### config.mk
export PLATFORM = sky130hd
export DESIGN_NAME = dcc_top
export DESIGN_NICKNAME = d
export VERILOG_FILES = /design/src/rtl/dcc_pkg.sv /design/src/rtl/dcc_top.sv
export SDC_FILE = /design/constraint.sdc
export NUM_CORES = 1
export LEC_CHECK = 0
export ABC_AREA = 0
export BUFFER_PORTS_ARGS = -buffer_cell sky130_fd_sc_hd__buf_2
export CAP_MARGIN = 20
export CORE_ASPECT_RATIO = 1.75
export CORE_MARGIN = 4
export CORE_UTILIZATION = 30
export CTS_CLUSTER_SIZE = 16
export DETAILED_ROUTE_END_ITERATION = 16
export PLACE_DENSITY = 0.49
export SLEW_MARGIN = 20
export SYNTH_ARGS = -nofsm -noshare
export SYNTH_HDL_FRONTEND = slang
export SYNTH_SLANG_ARGS = --single-unit
### constraint.sdc
create_clock -name clk_sys -period 3.2 [get_ports clk_sys]
set_clock_uncertainty 0.2 [all_clocks]
set_input_delay 0.64 -clock clk_sys [delete_from_list [all_inputs] [get_ports clk_sys]]
set_output_delay 0.64 -clock clk_sys [all_outputs]
set_load 0.005 [all_outputs]
### src/rtl/dcc_pkg.sv
// Constants, field layouts and carrier types of the dual comparator control block.
// Operation
// RL1: Both result bits sit in bits 7 and 6 and ignore software writes.
// RL2: Result reads 1 when plus input exceeds minus, reversed by its invert bit.
// RL3: Input switch picks minus inputs in modes 001 and 010.
// RL4: Mode 010 steers the internal reference to both plus inputs.
// RL5: Mode 110 drives raw comparator results onto pins 3 and 4; the code drives the results after their invert bits.
// RL6: Port direction bits still gate the output enables of pins 3 and 4.
// RL7: Flag sets whenever a result differs from the value latched at last access.
// RL8: Any read or write of the control register ends the mismatch.
// RL9: Flag clears only by writing zero; writing one sets it.
// RL10: Interrupt request needs all three enables; flag sets regardless.
// RL11: A change exactly on a control register read may be missed.
// RL12: Comparators keep running in sleep; an enabled change wakes the device.
// RL13: Mode 111 switches both comparators off.
// RL14: Leaving sleep keeps every control register bit unchanged.
// RL15: Port reads return zero on pins the mode makes analog.
// RL16: Eight modes come from the three-bit mode field in bits 2 to 0.
// RL17: Software keeps the interrupt disabled while it changes the mode.
// RL18: Reset clears the control register, mode 000 makes all pins analog; the mask table makes only pins 0 to 3 analog.
// RL19: Pin mapping of the other modes lives in a lookup table.
package dcc_pkg;
   // --------------------------------------------------------------------------
   // Register map
   // --------------------------------------------------------------------------
   localparam logic [7:0] ADDR_CMP_CTRL = 8'h1f;
   localparam logic [7:0] ADDR_FLAG = 8'h20;
   localparam logic [7:0] ADDR_IRQ_STATUS = 8'h21;
   localparam logic [7:0] ADDR_IRQ_CLEAR = 8'h22;
   localparam logic [7:0] ADDR_IRQ_ENABLE = 8'h23;
   localparam logic [7:0] ADDR_PORT_IN = 8'h24;
   localparam logic [7:0] ADDR_PORT_DIR = 8'h25;
   localparam logic [7:0] ADDR_IRQ_GATES = 8'h26;
   localparam logic [7:0] CTRL_RESET = 8'h00;
   localparam logic [7:0] DIR_RESET = 8'hff;
   localparam logic [7:0] ZERO_BYTE = 8'h00;
   // --------------------------------------------------------------------------
   // Field positions
   // --------------------------------------------------------------------------
   localparam int BIT_SECOND_RESULT = 7;
   localparam int BIT_FIRST_RESULT = 6;
   localparam int BIT_SECOND_INVERT = 5;
   localparam int BIT_FIRST_INVERT = 4;
   localparam int BIT_INPUT_SWITCH = 3;
   localparam int MODE_MSB = 2;
   localparam int PIN_FIRST_OUT = 3;
   localparam int PIN_SECOND_OUT = 4;
   localparam int GATE_PERIPH = 0;
   localparam int GATE_GLOBAL = 1;
   localparam int GATE_CMP = 2;
   localparam int STAT_CHANGE = 0;
   localparam int STAT_WAKE = 1;
   // --------------------------------------------------------------------------
   // Modes
   // --------------------------------------------------------------------------
   typedef enum logic [2:0] {
      DCC_MODE_RESET = 3'h0,
      DCC_MODE_SWITCHED_ONE = 3'h1,
      DCC_MODE_SWITCHED_REF = 3'h2,
      DCC_MODE_THREE = 3'h3,
      DCC_MODE_FOUR = 3'h4,
      DCC_MODE_FIVE = 3'h5,
      DCC_MODE_PIN_OUT = 3'h6,
      DCC_MODE_OFF = 3'h7
   } dcc_mode_t;
   // Analog pin masks per mode for pins 4..0; modes 000 and 111 make 0..3 analog.
   localparam int MASK_STRIDE = 8;
   localparam logic [63:0] ANALOG_MASK_TABLE = 64'h0f_0f_0f_0f_0f_0f_0f_0f;
   // Input selector codes for each comparator input.
   localparam logic [2:0] SEL_PIN0 = 3'h0;
   localparam logic [2:0] SEL_PIN1 = 3'h1;
   localparam logic [2:0] SEL_PIN2 = 3'h2;
   localparam logic [2:0] SEL_PIN3 = 3'h3;
   localparam logic [2:0] SEL_VREF = 3'h4;
   localparam logic [2:0] SEL_NONE = 3'h7;
   // --------------------------------------------------------------------------
   // Carriers
   // --------------------------------------------------------------------------
   typedef struct packed {
      logic [7:0] addr;
      logic [7:0] wdata;
      logic wr;
      logic rd;
   } dcc_bus_req_t;
   typedef struct packed {
      logic [2:0] first_plus;
      logic [2:0] first_minus;
      logic [2:0] second_plus;
      logic [2:0] second_minus;
      logic first_on;
      logic second_on;
   } dcc_analog_sel_t;
endpackage

### src/rtl/dcc_top.sv
// Register, flag, routing and interrupt logic of the dual comparator control block.
//
// Decided for this implementation: the strobed register port.
`timescale 1ns/100ps
`default_nettype none
module dcc_top (
   input wire logic clk_sys,
   input wire logic rst_b,
   input wire dcc_pkg::dcc_bus_req_t bus_req,
   output logic [7:0] rdata,
   input wire logic first_cmp_raw,
   input wire logic second_cmp_raw,
   input wire logic [4:0] port_a_pin_in,
   input wire logic sleep_active,
   output dcc_pkg::dcc_analog_sel_t analog_sel,
   output logic [4:0] port_a_pin_out,
   output logic [4:0] port_a_pin_oe,
   output logic cmp_irq,
   output logic wake_req,
   output logic irq
);
   import dcc_pkg::*;

   // --------------------------------------------------------------------------
   // State
   // --------------------------------------------------------------------------
   logic [5:0] ctrl;
   logic [5:0] next_ctrl;
   logic [1:0] latched;
   logic [1:0] next_latched;
   logic cmp_change_flag;
   logic next_cmp_change_flag;
   logic [2:0] gates;
   logic [2:0] next_gates;
   logic [7:0] port_a_direction;
   logic [7:0] next_port_a_direction;
   logic [1:0] status;
   logic [1:0] next_status;
   logic [1:0] enable;
   logic [1:0] next_enable;
   logic [7:0] next_rdata;
   logic [4:0] next_pin_out;
   logic [4:0] next_pin_oe;
   dcc_analog_sel_t next_sel;
   logic next_cmp_irq;
   logic next_wake;
   logic next_irq;
   logic [1:0] result;
   logic [2:0] mode_bits;
   dcc_mode_t mode;
   logic ctrl_access;
   logic mismatch;
   logic [4:0] analog_mask;

   // Results with inversion applied; mode 111 powers the comparators off.
   always_comb begin
      mode_bits = ctrl[MODE_MSB:0];
      mode = dcc_mode_t'(mode_bits);
      result[0] = (mode != DCC_MODE_OFF) && (first_cmp_raw ^ ctrl[BIT_FIRST_INVERT]); // RL2 RL13
      result[1] = (mode != DCC_MODE_OFF) && (second_cmp_raw ^ ctrl[BIT_SECOND_INVERT]); // RL2 RL13
      ctrl_access = (bus_req.wr || bus_req.rd) && (bus_req.addr == ADDR_CMP_CTRL);
      mismatch = (result != latched); // RL7
      analog_mask = ANALOG_MASK_TABLE[mode_bits * MASK_STRIDE +: 5]; // RL19
   end

   // --------------------------------------------------------------------------
   // Register file and change flag
   // --------------------------------------------------------------------------
   // Writes, access latch, and change flag with set winning over clear.
   always_comb begin
      next_ctrl = ctrl;
      next_gates = gates;
      next_port_a_direction = port_a_direction;
      next_enable = enable;
      next_latched = latched;
      next_cmp_change_flag = cmp_change_flag;
      next_status = status;
      if (bus_req.wr) begin
         unique case (bus_req.addr)
            ADDR_CMP_CTRL: next_ctrl = bus_req.wdata[5:0]; // RL1 RL16
            ADDR_FLAG: next_cmp_change_flag = bus_req.wdata[0]; // RL9
            ADDR_IRQ_CLEAR: next_status = status & ~bus_req.wdata[1:0];
            ADDR_IRQ_ENABLE: next_enable = bus_req.wdata[1:0];
            ADDR_PORT_DIR: next_port_a_direction = bus_req.wdata;
            ADDR_IRQ_GATES: next_gates = bus_req.wdata[2:0];
            default: next_ctrl = ctrl;
         endcase
      end
      if (ctrl_access) begin
         next_latched = result; // RL8 RL11
      end
      if (mismatch) begin
         next_cmp_change_flag = 1'b1; // RL7
         next_status[STAT_CHANGE] = 1'b1;
      end
      if (next_wake) begin
         next_status[STAT_WAKE] = 1'b1;
      end
   end

   // Register stage; sleep has no effect on any stored bit but the wake status bit.
   always_ff @(posedge clk_sys or negedge rst_b) begin
      if (!rst_b) begin
         ctrl <= CTRL_RESET[5:0]; // RL18
         latched <= 2'h0;
         cmp_change_flag <= 1'b0;
         gates <= 3'h0;
         port_a_direction <= DIR_RESET;
         status <= 2'h0;
         enable <= 2'h0;
      end else begin
         ctrl <= next_ctrl; // RL14
         latched <= next_latched;
         cmp_change_flag <= next_cmp_change_flag;
         gates <= next_gates;
         port_a_direction <= next_port_a_direction;
         status <= next_status;
         enable <= next_enable;
      end
   end

   // --------------------------------------------------------------------------
   // Routing, read data and interrupts
   // --------------------------------------------------------------------------
   // Analog input selection, pin routing, read mux and interrupt outputs.
   always_comb begin
      next_sel.first_plus = SEL_PIN0;
      next_sel.first_minus = SEL_PIN0;
      next_sel.second_plus = SEL_PIN1;
      next_sel.second_minus = SEL_PIN1;
      next_sel.first_on = (mode != DCC_MODE_OFF) && (mode != DCC_MODE_RESET); // RL13 RL18
      next_sel.second_on = next_sel.first_on;
      unique case (mode)
         DCC_MODE_SWITCHED_ONE: begin
            next_sel.first_plus = SEL_PIN2;
            next_sel.first_minus = ctrl[BIT_INPUT_SWITCH] ? SEL_PIN3 : SEL_PIN0; // RL3
         end
         DCC_MODE_SWITCHED_REF: begin
            next_sel.first_plus = SEL_VREF; // RL4
            next_sel.second_plus = SEL_VREF; // RL4
            next_sel.first_minus = ctrl[BIT_INPUT_SWITCH] ? SEL_PIN3 : SEL_PIN0; // RL3
            next_sel.second_minus = ctrl[BIT_INPUT_SWITCH] ? SEL_PIN2 : SEL_PIN1; // RL3
         end
         DCC_MODE_RESET, DCC_MODE_OFF: begin
            next_sel.first_plus = SEL_NONE;
            next_sel.second_plus = SEL_NONE;
         end
         DCC_MODE_THREE, DCC_MODE_FOUR, DCC_MODE_FIVE, DCC_MODE_PIN_OUT: begin
            next_sel.first_plus = SEL_PIN2; // RL19
            next_sel.second_plus = SEL_PIN2;
         end
      endcase
      next_pin_out = 5'h00;
      next_pin_oe = 5'h00;
      if (mode == DCC_MODE_PIN_OUT) begin
         next_pin_out[PIN_FIRST_OUT] = result[0]; // RL5
         next_pin_out[PIN_SECOND_OUT] = result[1]; // RL5
         next_pin_oe[PIN_FIRST_OUT] = !port_a_direction[PIN_FIRST_OUT]; // RL6
         next_pin_oe[PIN_SECOND_OUT] = !port_a_direction[PIN_SECOND_OUT]; // RL6
      end
      next_rdata = ZERO_BYTE;
      if (bus_req.rd) begin
         unique case (bus_req.addr)
            ADDR_CMP_CTRL: next_rdata = {result[1], result[0], ctrl}; // RL1
            ADDR_FLAG: next_rdata = {7'h00, cmp_change_flag};
            ADDR_IRQ_STATUS: next_rdata = {6'h00, status};
            ADDR_IRQ_ENABLE: next_rdata = {6'h00, enable};
            ADDR_PORT_IN: next_rdata = {3'h0, port_a_pin_in & ~analog_mask}; // RL15
            ADDR_PORT_DIR: next_rdata = port_a_direction;
            ADDR_IRQ_GATES: next_rdata = {5'h00, gates};
            default: next_rdata = ZERO_BYTE;
         endcase
      end
      next_cmp_irq = cmp_change_flag && (&gates); // RL10
      next_wake = sleep_active && cmp_change_flag && gates[GATE_CMP]; // RL12
      next_irq = |(status & enable);
   end

   // Output stage.
   always_ff @(posedge clk_sys or negedge rst_b) begin
      if (!rst_b) begin
         analog_sel <= '0;
         port_a_pin_out <= 5'h00;
         port_a_pin_oe <= 5'h00;
         rdata <= ZERO_BYTE;
         cmp_irq <= 1'b0;
         wake_req <= 1'b0;
         irq <= 1'b0;
      end else begin
         analog_sel <= next_sel;
         port_a_pin_out <= next_pin_out;
         port_a_pin_oe <= next_pin_oe;
         rdata <= next_rdata;
         cmp_irq <= next_cmp_irq;
         wake_req <= next_wake;
         irq <= next_irq;
      end
   end

   // --------------------------------------------------------------------------
   // Assertions
   // --------------------------------------------------------------------------
   property p_result_ro;
      @(posedge clk_sys) disable iff (!rst_b)
      bus_req.wr && bus_req.addr == ADDR_CMP_CTRL |=> ctrl == $past(bus_req.wdata[5:0]);
   endproperty
   a_result_ro: assert property (p_result_ro) else $error("Control write not stored."); // RL1

   property p_mismatch_flag;
      @(posedge clk_sys) disable iff (!rst_b)
      mismatch |=> cmp_change_flag;
   endproperty
   a_mismatch_flag: assert property (p_mismatch_flag) else $error("Mismatch did not set flag."); // RL7

   property p_access_latch;
      @(posedge clk_sys) disable iff (!rst_b)
      ctrl_access |=> latched == $past(result);
   endproperty
   a_access_latch: assert property (p_access_latch) else $error("Access did not latch results."); // RL8

   property p_flag_write;
      @(posedge clk_sys) disable iff (!rst_b)
      bus_req.wr && bus_req.addr == ADDR_FLAG && !mismatch |=> cmp_change_flag == $past(bus_req.wdata[0]);
   endproperty
   a_flag_write: assert property (p_flag_write) else $error("Flag write ignored."); // RL9

   property p_irq_gates;
      @(posedge clk_sys) disable iff (!rst_b)
      cmp_irq |-> $past(cmp_change_flag) && $past(&gates);
   endproperty
   a_irq_gates: assert property (p_irq_gates) else $error("Interrupt without enables."); // RL10

   property p_pin_route;
      @(posedge clk_sys) disable iff (!rst_b)
      mode == DCC_MODE_PIN_OUT && !port_a_direction[PIN_FIRST_OUT] |=> port_a_pin_oe[PIN_FIRST_OUT];
   endproperty
   a_pin_route: assert property (p_pin_route) else $error("Result not driven to pin."); // RL5 RL6

   property p_ref_plus;
      @(posedge clk_sys) disable iff (!rst_b)
      mode == DCC_MODE_SWITCHED_REF |=> analog_sel.first_plus == SEL_VREF && analog_sel.second_plus == SEL_VREF;
   endproperty
   a_ref_plus: assert property (p_ref_plus) else $error("Reference not routed."); // RL4

   property p_off_mode;
      @(posedge clk_sys) disable iff (!rst_b)
      mode == DCC_MODE_OFF |=> !analog_sel.first_on && !analog_sel.second_on;
   endproperty
   a_off_mode: assert property (p_off_mode) else $error("Off mode left comparators on."); // RL13

   // A control read returns both results in the top bits.
   property p_result_read;
      @(posedge clk_sys) disable iff (!rst_b)
      bus_req.rd && bus_req.addr == ADDR_CMP_CTRL |=> rdata[BIT_SECOND_RESULT:BIT_FIRST_RESULT] == $past(result);
   endproperty
   a_result_read: assert property (p_result_read) else $error("Result bits not read back."); // RL1 RL2

   // A control read in the off mode shows both results low.
   property p_off_read;
      @(posedge clk_sys) disable iff (!rst_b)
      bus_req.rd && bus_req.addr == ADDR_CMP_CTRL && mode == DCC_MODE_OFF
      |=> rdata[BIT_SECOND_RESULT:BIT_FIRST_RESULT] == 2'h0;
   endproperty
   a_off_read: assert property (p_off_read) else $error("Off mode results not low."); // RL13

   // The switch bit picks the first minus input in mode 001.
   property p_switch_one;
      @(posedge clk_sys) disable iff (!rst_b)
      mode == DCC_MODE_SWITCHED_ONE |=> analog_sel.first_minus == ($past(ctrl[BIT_INPUT_SWITCH]) ? SEL_PIN3 : SEL_PIN0);
   endproperty
   a_switch_one: assert property (p_switch_one) else $error("First minus input wrong."); // RL3

   // The switch bit picks the second minus input in mode 010.
   property p_switch_two;
      @(posedge clk_sys) disable iff (!rst_b)
      mode == DCC_MODE_SWITCHED_REF |=> analog_sel.second_minus == ($past(ctrl[BIT_INPUT_SWITCH]) ? SEL_PIN2 : SEL_PIN1);
   endproperty
   a_switch_two: assert property (p_switch_two) else $error("Second minus input wrong."); // RL3

   // Both pins carry their results in the pin output mode.
   property p_pin_value;
      @(posedge clk_sys) disable iff (!rst_b)
      mode == DCC_MODE_PIN_OUT |=> port_a_pin_out[PIN_SECOND_OUT:PIN_FIRST_OUT] == $past(result);
   endproperty
   a_pin_value: assert property (p_pin_value) else $error("Pin value differs from result."); // RL5

   // The second pin drives when its direction bit selects output.
   property p_second_oe;
      @(posedge clk_sys) disable iff (!rst_b)
      mode == DCC_MODE_PIN_OUT && !port_a_direction[PIN_SECOND_OUT] |=> port_a_pin_oe[PIN_SECOND_OUT];
   endproperty
   a_second_oe: assert property (p_second_oe) else $error("Second pin not driven."); // RL6

   // The first output pin is never driven while its direction bit selects input.
   property p_pin_tristate;
      @(posedge clk_sys) disable iff (!rst_b)
      port_a_direction[PIN_FIRST_OUT] |=> !port_a_pin_oe[PIN_FIRST_OUT];
   endproperty
   a_pin_tristate: assert property (p_pin_tristate) else $error("Input pin driven."); // RL6

   // The latched results move only on a control access.
   property p_latch_hold;
      @(posedge clk_sys) disable iff (!rst_b)
      !ctrl_access |=> latched == $past(latched);
   endproperty
   a_latch_hold: assert property (p_latch_hold) else $error("Latch moved without access."); // RL8

   // Nothing but a flag write can clear the flag.
   property p_flag_hold;
      @(posedge clk_sys) disable iff (!rst_b)
      cmp_change_flag && !(bus_req.wr && bus_req.addr == ADDR_FLAG) |=> cmp_change_flag;
   endproperty
   a_flag_hold: assert property (p_flag_hold) else $error("Flag cleared without write."); // RL9

   // Writing one to the flag sets it.
   property p_flag_soft_set;
      @(posedge clk_sys) disable iff (!rst_b)
      bus_req.wr && bus_req.addr == ADDR_FLAG && bus_req.wdata[0] |=> cmp_change_flag;
   endproperty
   a_flag_soft_set: assert property (p_flag_soft_set) else $error("Soft flag set lost."); // RL9

   // A set flag with all gates open raises the request.
   property p_irq_raise;
      @(posedge clk_sys) disable iff (!rst_b)
      cmp_change_flag && (&gates) |=> cmp_irq;
   endproperty
   a_irq_raise: assert property (p_irq_raise) else $error("Interrupt not raised."); // RL10

   // Any closed gate keeps the request low.
   property p_irq_gate_off;
      @(posedge clk_sys) disable iff (!rst_b)
      !(&gates) |=> !cmp_irq;
   endproperty
   a_irq_gate_off: assert property (p_irq_gate_off) else $error("Interrupt with a gate closed."); // RL10

   // An enabled change during sleep wakes the device.
   property p_wake;
      @(posedge clk_sys) disable iff (!rst_b)
      sleep_active && cmp_change_flag && gates[GATE_CMP] |=> wake_req;
   endproperty
   a_wake: assert property (p_wake) else $error("No wake request."); // RL12

   // The control register changes only by its own write.
   property p_ctrl_hold;
      @(posedge clk_sys) disable iff (!rst_b)
      !(bus_req.wr && bus_req.addr == ADDR_CMP_CTRL) |=> ctrl == $past(ctrl);
   endproperty
   a_ctrl_hold: assert property (p_ctrl_hold) else $error("Control changed without write."); // RL14

   // Analog pins read back as zero.
   property p_port_analog;
      @(posedge clk_sys) disable iff (!rst_b)
      bus_req.rd && bus_req.addr == ADDR_PORT_IN |=> (rdata[4:0] & $past(analog_mask)) == 5'h00;
   endproperty
   a_port_analog: assert property (p_port_analog) else $error("Analog pin read nonzero."); // RL15

   // Every working mode powers both comparators.
   property p_mode_on;
      @(posedge clk_sys) disable iff (!rst_b)
      mode != DCC_MODE_OFF && mode != DCC_MODE_RESET |=> analog_sel.first_on && analog_sel.second_on;
   endproperty
   a_mode_on: assert property (p_mode_on) else $error("Working mode left comparators off."); // RL16

   // The reset mode keeps both comparators off.
   property p_reset_mode;
      @(posedge clk_sys) disable iff (!rst_b)
      mode == DCC_MODE_RESET |=> !analog_sel.first_on && !analog_sel.second_on;
   endproperty
   a_reset_mode: assert property (p_reset_mode) else $error("Reset mode left comparators on."); // RL18

   c_change: cover property (@(posedge clk_sys) disable iff (!rst_b) mismatch ##1 cmp_irq);
   c_wake: cover property (@(posedge clk_sys) disable iff (!rst_b) wake_req);
   c_pin: cover property (@(posedge clk_sys) disable iff (!rst_b) port_a_pin_oe[PIN_SECOND_OUT]);
   c_soft_flag: cover property (@(posedge clk_sys) disable iff (!rst_b) bus_req.wr && bus_req.addr == ADDR_FLAG);
   c_ref_mode: cover property (@(posedge clk_sys) disable iff (!rst_b) mode == DCC_MODE_SWITCHED_REF);
endmodule
`default_nettype wire

==> metrics.md, run 1 <==
| Metric | Value |
|---|---|
| Share of layout cells above drive strength 1 | `41.30%` |
| CP Class | `in2reg` |
| Routed WL | `roughly 4800 um` |
| Gr usage total | `12.00%` |
| Clk pwr share | `39.6%` |
| Mux share of post-synthesis cell area | `11.94%` |
| Fmax | `~420 MHz` |
| Startpoint Class | `input pin` |
| Pin count of the biggest net entering global routing | `35` |
| Sequential cell area | `1236 um^2` |
| Outcome | `complete, no violations` |
| Postcts setup bufs | `0` |
| Routability cong. | `around 0.8` |
| Slew @ Worst Pin | `693.5 ps` |
| Die area | `8632 um^2` |
| Post-synthesis cell type count | `39` |
| Compound-Gate Fraction of Synth Area | `7.280%` |
| Switch share | `between 20% and 30%` |
| Yosys reg bits | `49` |
| CTS tree | `yes` |
| Psw | `297.0 uW` |
| Area Overhead vs Synth | `20.38%` |
| Hold Buf Count CTS | `0` |
| H-tree levels | `2` |
| Multi-input gate area | `809.5 um^2` |
| Initial antenna violation count | `0` |
| Final Cycle Share | `75.05%` |
| Synth Area in Simple Gates | `14.62%` |
| Int Power | `990.5 uW` |
| Max_slew headroom | `between 50 and 60%` |
| Dpl cells | `306` |
| Clk root buf | `clkbuf_16` |
| Comb pwr share | `8.5%` |
| Fillers | `719` |
| Drt pass-1 iters | `2` |
| Clock Sinks | `between 40 and 50` |
| Setup TNS | `0 ps` |
| Critical path peak fanout | `8` |
| Clock buffer count from CTS | `5` |
| Post-synth design cell area | `2148 um^2` |
| Total power | `approximately 1.3 mW` |
| Critical Path End Type | `flop` |
| Worst IR Drop VDD | `0.1732 mV` |
| Crit path DAT | `2400 ps` |
| IO Port Bufs | `50` |
| Post-DRT Antenna Nets | `0` |
| DR DRC count | `0` |
| EDFF count, synth | `0` |
| Top FF cell, synth | `dfrtp_1` |
| R2r setup slk | `1580 ps` |
| Synthesized area per cell | `approximately 12 um^2` |
| Initial drt markers | `77` |
| Share of the yosys chip area belonging to registers | `between 50 and 60%` |
| CTS clock-pin slew for the worst setup and hold paths | `60 ps` |
| Pins Over Slew Limit | `0` |
| # resized after CTS | `0` |
| Vias in the first global route | `about 1,600` |
| Via-per-instance ratio | `4.704` |
| Largest family of logic cells by synthesized area | `simple AND/OR/NAND/NOR gates` |
| Fin crit period | `2402 ps` |
| Antenna Cells | `0` |
| Wire per inst | `15.24 um` |
| Hold Fails Final Rpt | `0` |
| Clk buf depth | `2` |
| Die width | `71.97 um` |
| Std cell rows | `40` |
| Non-filler cells, final | `314` |
| Yosys warning total | `0` |
| Max-cap check violation count | `0` |
| Synth Area in Adders | `0%` |
| Hpwl dp | `between 3000 and 4000 um` |
| First-pass GRT wire length | `7900 um` |
| Sequential cell fraction of total power | `52.0%` |
| I/O pins | `63` |
| PwrDens | `~500 nW/um^2` |
| Gr ovfl total | `0` |
| Clk Latency, worst-skew pair | `290 ps` |
| Hold Crit Class | `in2async` |
| Initial Utilization | `31.11%` |
| Unrepaired setup endpoints after global routing | `false` |
| Fin nets | `257` |
| Height of the die | `119.9 um` |
| Async set-reset flop share out of synthesis | `between 90% and 100%` |
| Vias | `1,477` |
| WP data required | `3200 ps` |
| Leakage | `1.232 nW` |
| Syn Inst Count | `178` |
| Core area | `6907 um^2` |
| XOR/XNOR share of the synthesized area | `under 10%` |
| Final-report setup violation count | `0` |
==> worst paths after layout <==
kind | startpoint | endpoint | cells past startpoint
min in group clk_sys | port_a_direction[3] | port_a_pin_oe[3] | 1
max in group asynchronous | rst_b | port_a_direction[4] | 2
min reg2reg | port_a_direction[3] | port_a_pin_oe[3] | 1
min | rst_b | rdata[6] | 1
max | bus_req[13] | rdata[0] | 5
max reg2reg | ctrl[2] | status[0] | 4
==> critical path, stage by stage <==
cell	delay, ps
buf_2	110
or3b_2	560
a2111oi_0	480
o21ai_1	360
a21oi_1	250
==> placed cells by master, fill, tap and decap left out, types with 2 or more instances in the layout <==
master / instances
nand3_1: 8
o31ai_1: 2
mux2_2: 21
nand2b_1: 3
clkbuf_16: 5
conb_1: 8
or3b_2: 2
buf_4: 3
nor4b_1: 2
buf_2: 50
nor2b_1: 3
xnor2_1: 5
mux2i_1: 2
nor2_1: 16
and3_1: 2
nand2_1: 5
inv_1: 6
a22oi_1: 7
a21oi_1: 4
a22o_1: 2
nor3b_1: 2
and3_2: 2
clkbuf_1: 2
dfstp_2: 8
dfrtp_1: 41
nand3b_1: 2
nor3_1: 4
==> final cells by class <==
class                      count  area share (%)
inverter                       6          0.8708
multi-input combinational    114           31.30
tap                           84           4.064
timing repair buffer          53           10.55
clock buffer                   7           5.128
clock inverter                 1          0.2903
sequential                    49           47.80
==> kinds of logic after synthesis <==
group | count (synthesis)
buffers and inverters | 22
AND/OR/NAND/NOR | 55
multiplexers | 23
AO/OA/AOI/OAI | 22
XOR/XNOR | 6
other | 1
flip-flops | 49
==> synthesized netlist by cell type, types with 3 or more instances <==
library cell / instances / share of area, %
clkbuf_1: 4 / 0.70
xnor2_1: 5 / 2.0
nor3_1: 4 / 0.93
nand2_1: 5 / 0.87
mux2_2: 21 / 11
buf_4: 10 / 3.5
nand2b_1: 3 / 0.87
dfstp_2: 8 / 9.8
nor2b_1: 3 / 0.87
a22oi_1: 7 / 2.4
inv_1: 6 / 1.0
nor2_1: 16 / 2.8
a21oi_1: 4 / 0.93
nand3_1: 8 / 1.9
dfrtp_1: 41 / 48
==> state kept, by name, indices dropped and copies added, names as in the netlist, 3 cells and up <==
| name | flops |
|---|---|
| analog_sel | 10 |
| gates | 3 |
| rdata | 8 |
| ctrl | 6 |
| port_a_direction | 8 |
==> power by group through the flow <==
stage	Sequential, mW	Clock, mW	Combinational, mW
2_1_floorplan	0.676	0	0.0667
3_3_place_gp	0.680	0	0.111
3_5_place_dp	0.680	0	0.111
4_1_cts	0.669	0.523	0.112
5_1_grt	0.672	0.552	0.125
6_report	0.669	0.509	0.109
==> through the flow <==
step | hold WS (ps) | util [%] | cell area [um^2] | setup slack, ps
final | 59.59 | 37.45 | 2586 | 798.4
after global placement | 286.2 | 35.42 | 2446 | 557.8
after floorplan | 144.4 | - | 2175 | 816.4
after CTS | 67.98 | 37.45 | 2586 | 814.5
after detailed placement | 286.4 | 35.42 | 2446 | 525.6
after global routing | 86.78 | 37.45 | 2586 | 713.1
==> per-layer routing <==
| layer | vias to the layer above | global-route usage (%) | share of wire, % |
|---|---|---|---|
| met2 | 41 | 21.26 | 55 |
| met1 | 726 | 13.28 | 37 |
| li1 | 702 | - | - |
| met3 | 8 | 2.766 | 5.2 |
| met4 | 0 | 5.412 | 2.6 |
| met5 | - | 0 | 0 |
(Power assumes the default switching activity.)
==> run 2, diff against run 1 <==
--- a/config.mk
+++ b/config.mk
@@ -5,7 +5,7 @@
 export SDC_FILE = /design/constraint.sdc
 export NUM_CORES = 1
 export LEC_CHECK = 0
-export ABC_AREA = 0
+export ABC_AREA = 1
 export BUFFER_PORTS_ARGS = -buffer_cell sky130_fd_sc_hd__buf_2
 export CAP_MARGIN = 20
 export CORE_ASPECT_RATIO = 1.75
@@ -13,7 +13,7 @@
 export CORE_UTILIZATION = 30
 export CTS_CLUSTER_SIZE = 16
 export DETAILED_ROUTE_END_ITERATION = 16
-export PLACE_DENSITY = 0.49
+export PLACE_DENSITY = 0.5
 export SLEW_MARGIN = 20
 export SYNTH_ARGS = -nofsm -noshare
 export SYNTH_HDL_FRONTEND = slang
==> constraint.sdc (replaced) <==
create_clock -name clk_sys -period 2 [get_ports clk_sys]
set_clock_uncertainty 0.2 [all_clocks]
set_input_delay 0.4 -clock clk_sys [delete_from_list [all_inputs] [get_ports clk_sys]]
set_output_delay 0.4 -clock clk_sys [all_outputs]
set_load 0.005 [all_outputs]
==> run 2 against run 1 <==
  * Sequential power up 64%
  * Worst setup slack got worse by 370 ps
  * Non-clock buffer count grew 3
  * Die area grew 8.3%
  * Wire length up 19%
==> metrics.md, run 2 <==
| Metric | Value |
|---|---|
| Outcome | `complete, no violations` |
| WHS Endpoint | `port_a_direction[6]` |
| Dpl cells | `410 (+34%)` |
| Die width | `74.83 um (+4.0%)` |
| I/O pins | `63 (unchanged)` |
| Pins Over Slew Limit | `0 (unchanged)` |
| Syn Inst Count | `273 (+53%)` |
| H-tree levels | `2 (unchanged)` |
| Most frequent cells in the layout | `nand2_1 (52), buf_2 (50), inv_1 (42)` |
| DR DRC count | `0 (unchanged)` |
| Setup TNS | `0 ps (unchanged)` |
| Clock buffer count from CTS | `5 (unchanged)` |
| Postcts setup bufs | `0 (unchanged)` |
| WP data required | `1970 ps (-1230 ps)` |
| Top FF cell, synth | `dfrtp_1` |
| Async set-reset flop share out of synthesis | `100.0% (unchanged)` |
| Wire per inst | `13.56 um (-11%)` |
| IO Port Bufs | `50 (unchanged)` |
| Share of layout cells above drive strength 1 | `28.10% (-13 points)` |
| Post-DP Area | `2669 um^2 (+9.1%)` |
| Hold_sp | `bus_req[8]` |
| Initial drt markers | `108 (+40%)` |
| Share of the yosys chip area belonging to registers | `52.72% (-4.8 points)` |
| Initial antenna violation count | `0 (unchanged)` |
| CTS clock-pin slew for the worst setup and hold paths | `70 ps (about the same)` |
| EDFF count, synth | `0 (unchanged)` |
| Vias in the first global route | `1,990 (+27%)` |
| Total power | `2.208 mW (+72%)` |
| Fin nets | `358 (+39%)` |
| PwrDens | `781.2 nW/um^2 (+57%)` |
| Hpwl dp | `4531 um (+20%)` |
| Regs by FF count | `analog_sel: 10 flops, port_a_direction: 8 flops, rdata: 8 flops` |
| Clk Latency, worst-skew pair | `290 ps (about the same)` |
| Hold Fails Final Rpt | `0 (unchanged)` |
| Hold Crit Class | `in2reg` |
| Antenna Cells | `0 (unchanged)` |
| RR Startpoint | `ctrl[1]` |
| Gr ovfl total | `0 (unchanged)` |
| Layout Utilization | `37.35% (-0.094 points)` |
| Top reg by flops | `analog_sel` |
| Yosys reg bits | `49 (unchanged)` |
| Clk buf depth | `2 (unchanged)` |
| Largest area contributor in the netlist | `dfrtp_1` |
| Worst r2r path cells | `7 (+3)` |
| Pre-CTS worst setup slack | `179.0 ps (-346.5 ps)` |
| Post-synth design cell area | `2345 um^2 (+9.1%)` |
| Die area | `9350 um^2 (+8.3%)` |
| Worst IR Drop VDD | `0.2825 mV (+63%)` |
| Routability cong. | `0.8310 (+4.1%)` |
| FF-to-FF End | `status[0]` |
| Crit path DAT | `1540 ps (-860 ps)` |
| Initial Utilization | `30.99% (-0.12 points)` |
| Post-DRT Antenna Nets | `0 (unchanged)` |
| Synth area leaders | `dfrtp_1 (44%), dfstp_2 (9.0%), nand2_1 (8.3%)` |
| Gr usage total | `13.15% (+1.1 points)` |
| Sequential cell area | `1236 um^2 (unchanged)` |
| Count leader, synth | `nand2_1` |
| Slew @ Worst Pin | `501.6 ps (-191.9 ps)` |
| Startpoint Class | `flop` |
| Area Overhead vs Synth | `20.54%` |
| PnR worst setup slack | `431.9 ps (-366.5 ps)` |
| Most common cell after layout, fill and taps aside | `nand2_1` |
| Critical path peak fanout | `5 (-3)` |
| Pin count of the biggest net entering global routing | `31 (-11%)` |
| Final-report setup violation count | `0 (unchanged)` |
| Critical Path End Type | `flop` |
| Share of the synthesized area in the top cell type | `43.76% (-4.0 points)` |
| Clk root buf | `clkbuf_16` |
| Yosys warning total | `0 (unchanged)` |
| Max-cap check violation count | `0 (unchanged)` |
| Synthesized area per cell | `8.589 um^2 (-29%)` |
| Largest register FFs | `10 (unchanged)` |
| Multi-input gate area | `857.1 um^2 (+5.9%)` |
| Fin crit period | `1568 ps` |
| Drt pass-1 iters | `4 (+2)` |
| Routed WL | `5680 um (+19%)` |
| Fillers | `825 (+15%)` |
| Final Cycle Share | `78.40%` |
| Leakage | `1.516 nW (+23%)` |
| First-pass GRT wire length | `9335 um (+18%)` |
| Max_slew headroom | `66.56% (+13 points)` |
| Post-synthesis cell type count | `29 (-26%)` |
| Unrepaired setup endpoints after global routing | `false` |
| R2r setup slk | `430 ps (-1150 ps)` |
| Synth top cells by count | `nand2_1 (52), inv_1 (42), dfrtp_1 (41), nor2_1 (37), nand3_1 (21)` |
| Vias | `1,898 (+29%)` |
| Post-route cell area | `2826 um^2 (+9.3%)` |
| Std cell rows | `42 (+5.0%)` |
| CP Class | `reg2reg` |
| Height of the die | `125.0 um (+4.2%)` |
| Clock Sinks | `49 (unchanged)` |
| Core area | `7567 um^2 (+9.6%)` |
| Worst hold path depth | `3` |
| WHS | `121.1 ps (+61.56 ps)` |
| Via-per-instance ratio | `4.530 (-3.7%)` |
| Fmax | `637.7 MHz` |
| Non-filler cells, final | `419 (+33%)` |
| CTS tree | `yes` |
==> run 2: changes by cell type in the layout (fill, tap and decap cells not counted), moves of 7 or more <==
cell | before | now
a22oi_1 | 7 | 0
inv_1 | 6 | 42
mux2_2 | 21 | 0
nand2_1 | 5 | 52
nand3_1 | 8 | 21
nor2_1 | 16 | 37
o21ai_0 | 1 | 18
==> run 2: power by group <==
part	switching [mW]	internal [mW]	leakage, nW
registers	0.0280	1.07	0.565
clock network	0.379	0.463	0.0621
logic	0.167	0.100	0.889
==> run 2: worst max path at each step <==
stage / from / endpoint / depth (start not counted)
2_1_floorplan: bus_req[16] / status[0] / 9
3_3_place_gp: bus_req[16] / status[1] / 10
3_5_place_dp: bus_req[14] / status[0] / 10
4_1_cts: ctrl[1] / status[0] / 7
5_1_grt: ctrl[1] / status[0] / 7
6_report: ctrl[1] / status[0] / 7
==> run 2: per-layer routing <==
layer / share of wire [%] / track usage [%] / vias up / wire length, um
met2: 57 / 24.51 / 46 / 3241
met1: 35 / 13.18 / 898 / 2007
met3: 4.7 / 2.731 / 11 / 266
met4: 2.9 / 5.870 / 0 / 165
met5: 0 / 0 / - / 0
li1: - / - / 943 / -
==> run 2: what timing repair did <==
item	4_1_cts	5_1_grt
hold buffers	1	0
endpoints found under the hold margin	14	0
gates resized for setup	0	0
==> run 2: area by class of cell <==
class / instances / area share [%]
sequential: 49 / 43.74
multi-input combinational: 174 / 30.32
timing repair buffer: 56 / 10.98
inverter: 44 / 5.843
clock buffer: 5 / 4.427
tap: 88 / 3.896
clock inverter: 3 / 0.7968
==> run 2: worst max-delay path: stages (launching register included) <==
cell and delay (ps):
dfrtp_1 420, nand2_1 90, inv_1 50, nand2_1 80, nand2_1 120, xor2_1 160, nor2_1 230, nand2_1 80
==> run 2: kinds of logic after synthesis <==
family,share of synthesized area (%)
simple gates,25.19
xor+xnor,1.494
compound gates,8.591
other cells,0.1599
buf+inv,11.85
flops,52.72
==> run 3, diff against run 2 <==
--- a/config.mk
+++ b/config.mk
@@ -5,7 +5,7 @@
 export SDC_FILE = /design/constraint.sdc
 export NUM_CORES = 1
 export LEC_CHECK = 0
-export ABC_AREA = 1
+export ABC_AREA = 0
 export BUFFER_PORTS_ARGS = -buffer_cell sky130_fd_sc_hd__buf_2
 export CAP_MARGIN = 20
 export CORE_ASPECT_RATIO = 1.75
@@ -13,7 +13,7 @@
 export CORE_UTILIZATION = 30
 export CTS_CLUSTER_SIZE = 16
 export DETAILED_ROUTE_END_ITERATION = 16
-export PLACE_DENSITY = 0.5
+export PLACE_DENSITY = 0.49
 export SLEW_MARGIN = 20
 export SYNTH_ARGS = -nofsm -noshare
 export SYNTH_HDL_FRONTEND = slang
==> constraint.sdc (replaced) <==
create_clock -name clk_sys -period 1.6 [get_ports clk_sys]
set_clock_uncertainty 0.2 [all_clocks]
set_input_delay 0.32 -clock clk_sys [delete_from_list [all_inputs] [get_ports clk_sys]]
set_output_delay 0.32 -clock clk_sys [all_outputs]
set_load 0.005 [all_outputs]
==> run 3 against run 2 <==
  * The flow now finishes with violations (negative setup slack)
  * Cell count shrank 19%
  * Wire length down 12%
  * Final area grew 6.0%
  * Sequential share of layout area decreased by 2.5 points
  * Critical path type is now in2reg
  * Largest cell class unchanged
==> metrics.md, run 3 (same netlist as run 1, synthesis figures left out) <==
| Metric | Value |
|---|---|
| DR DRC count | `0 (unchanged)` |
| Violated checks | `negative setup slack` |
| Clk Latency, worst-skew pair | `280 ps (about the same)` |
| Routability cong. | `0.7658 (-7.8%)` |
| Antenna Cells | `0 (unchanged)` |
| Initial Utilization | `31.11% (+0.12 points)` |
| Critical path peak fanout | `3 (-2)` |
| CP Class | `in2reg` |
| PwrDens | `898.0 nW/um^2 (+15%)` |
| Pre-CTS worst setup slack | `-516.5 ps (-695.5 ps)` |
| Int Power | `2.072 mW (+27%)` |
| Post-route cell area | `2995 um^2 (+6.0%)` |
| Clk buf depth | `2 (unchanged)` |
| Clk pwr share | `39.2% (+1.1 points)` |
| Routed WL | `4973 um (-12%)` |
| Startpoint Class | `input pin` |
| Dpl cells | `332 (-19%)` |
| R2r setup slk | `80 ps (-350 ps)` |
| CTS tree | `yes` |
| Std cell rows | `40 (-4.8%)` |
| Final Cycle Share | `100.9%` |
| Die area | `8632 um^2 (-7.7%)` |
| H-tree levels | `2 (unchanged)` |
| Switch share | `22.95% (-3.0 points)` |
| Psw | `617.4 uW (+7.6%)` |
| Fillers | `674 (-18%)` |
| Final-report setup violation count | `2 (+2)` |
| Outcome | `complete, but fails checks` |
| Most common cell after layout, fill and taps aside | `buf_2` |
| PnR worst setup slack | `-14.68 ps (-446.6 ps)` |
| Hold_sp | `bus_req[8]` |
| Post-DP Area | `2690 um^2 (+0.80%)` |
| Drt pass-1 iters | `4 (unchanged)` |
| Top reg by flops | `analog_sel` |
| Share of layout cells above drive strength 1 | `54.86% (+27 points)` |
| Total power | `2.690 mW (+22%)` |
| Clock Sinks | `49 (unchanged)` |
| Height of the die | `119.9 um (-4.0%)` |
| Clock buffer count from CTS | `5 (unchanged)` |
| Initial antenna violation count | `0 (unchanged)` |
| Sequential cell area | `1236 um^2 (unchanged)` |
| Hpwl dp | `3908 um (-14%)` |
| Unrepaired setup endpoints after global routing | `true` |
| Max-cap check violation count | `0 (unchanged)` |
| Fin crit period | `1615 ps` |
| I/O pins | `63 (unchanged)` |
| Regs by FF count | `analog_sel: 10 flops, port_a_direction: 8 flops, rdata: 8 flops` |
| Initial drt markers | `59 (-45%)` |
| Worst r2r path cells | `4 (-3)` |
| Layout Utilization | `43.37% (+6.0 points)` |
| Via-per-instance ratio | `4.689 (+3.5%)` |
| Sequential cell fraction of total power | `49.6% (-0.2 points)` |
| WP data required | `1570 ps (-400 ps)` |
| Die width | `71.97 um (-3.8%)` |
| Post-DRT Antenna Nets | `0 (unchanged)` |
| Core area | `6907 um^2 (-8.7%)` |
| Hold Fails Final Rpt | `0 (unchanged)` |
| Crit path DAT | `1590 ps (+50 ps)` |
| Vias in the first global route | `1,688 (-15%)` |
| Comb pwr share | `11.2% (-0.9 points)` |
| Multi-input gate area | `960.9 um^2 (+12%)` |
| First-pass GRT wire length | `8362 um (-10%)` |
| Most frequent cells in the layout | `buf_2 (47), dfrtp_1 (41), buf_4 (25)` |
| Critical Path End Type | `flop` |
| Clk root buf | `clkbuf_16` |
| CTS clock-pin slew for the worst setup and hold paths | `60 ps (about the same)` |
| Pin count of the biggest net entering global routing | `38 (+23%)` |
| RR Startpoint | `cmp_change_flag` |
| Pins Over Slew Limit | `0 (unchanged)` |
| Wire per inst | `14.58 um (+7.6%)` |
| FF-to-FF End | `rdata[0]` |
| Fmax | `619.3 MHz` |
| Gr usage total | `12.58% (-0.57 points)` |
| WHS Endpoint | `port_a_direction[6]` |
| Gr ovfl total | `0 (unchanged)` |
| Worst hold path depth | `2 (-1)` |
| Area Overhead vs Synth | `39.43%` |
| Worst IR Drop VDD | `0.3313 mV (+17%)` |
| Hold Crit Class | `in2reg` |
| Setup TNS | `-28.49 ps (-28.49 ps)` |
| Leakage | `1.424 nW (-6.1%)` |
| Vias | `1,599 (-16%)` |
| WHS | `69.66 ps (-51.49 ps)` |
| Fin nets | `284 (-21%)` |
| Largest register FFs | `10 (unchanged)` |
| Postcts setup bufs | `0 (unchanged)` |
| IO Port Bufs | `50 (unchanged)` |
| Non-filler cells, final | `341 (-19%)` |
[run 3: cell count changes in the layout (fill, tap and decap cells not counted), sizes merged, moves of 7 or more]
cell   previous run  this run
nand2            59         5
inv              44         6
nor2             43        16
buf              55        79
mux2              0        21
o21ai            22         3
nand3            23         8
a22oi             0         7
[run 3: worst max-delay path: stages]
cell	delay, ps
buf_6	90
or3b_4	420
nor4_4	350
o21ai_2	120
mux2_2	280
[run 3: timing repair]
| item | 4_1_cts | 5_1_grt |
|---|---|---|
| endpoints found under the hold margin | 12 | 0 |
| resized for setup | 16 | 12 |
| pin swaps | 10 | 11 |
| hold buffers | 1 | 0 |
| endpoints found under the setup margin | 32 | 32 |
| gates cloned | 0 | 0 |
[run 3: cell type report]
class                           count  area share (%)
Clock buffer                        7           4.762
Clock inverter                      1          0.2506
Inverter                            6          0.7519
Multi-Input combinational cell    114           32.08
Sequential cell                    49           41.27
Tap cell                           84           3.509
Timing Repair Buffer               80           17.38
[run 3: worst max-delay path by stage]
stage / startpoint / endpoint / slack (ps) / cells after the start
after floorplan: bus_req[12] / latched[0] / -460 / 6
after global placement: bus_req[13] / rdata[2] / -470 / 6
after detailed placement: bus_req[13] / rdata[2] / -520 / 6
after CTS: bus_req[16] / latched[1] / -30 / 5
after global routing: bus_req[17] / rdata[1] / -60 / 6
final: bus_req[17] / latched[1] / -10 / 5
[run 3: routing by layer]
| metal | track usage [%] | up-vias | part of all wire, % |
|---|---|---|---|
| li1 | - | 760 | - |
| met1 | 13.04 | 789 | 36 |
| met2 | 23.16 | 41 | 57 |
| met3 | 3.269 | 9 | 4.9 |
| met4 | 5.294 | 0 | 2.0 |
| met5 | 0 | - | 0 |
[run 3: power by group through the flow]
stage                     sequential, mW  combinational [mW]  clock (mW)
after floorplan                     1.35               0.143           0
after global placement              1.35               0.277           0
after detailed placement            1.35               0.279           0
after CTS                           1.33               0.298        1.09
after global routing                1.34               0.335        1.13
final                               1.33               0.302        1.06
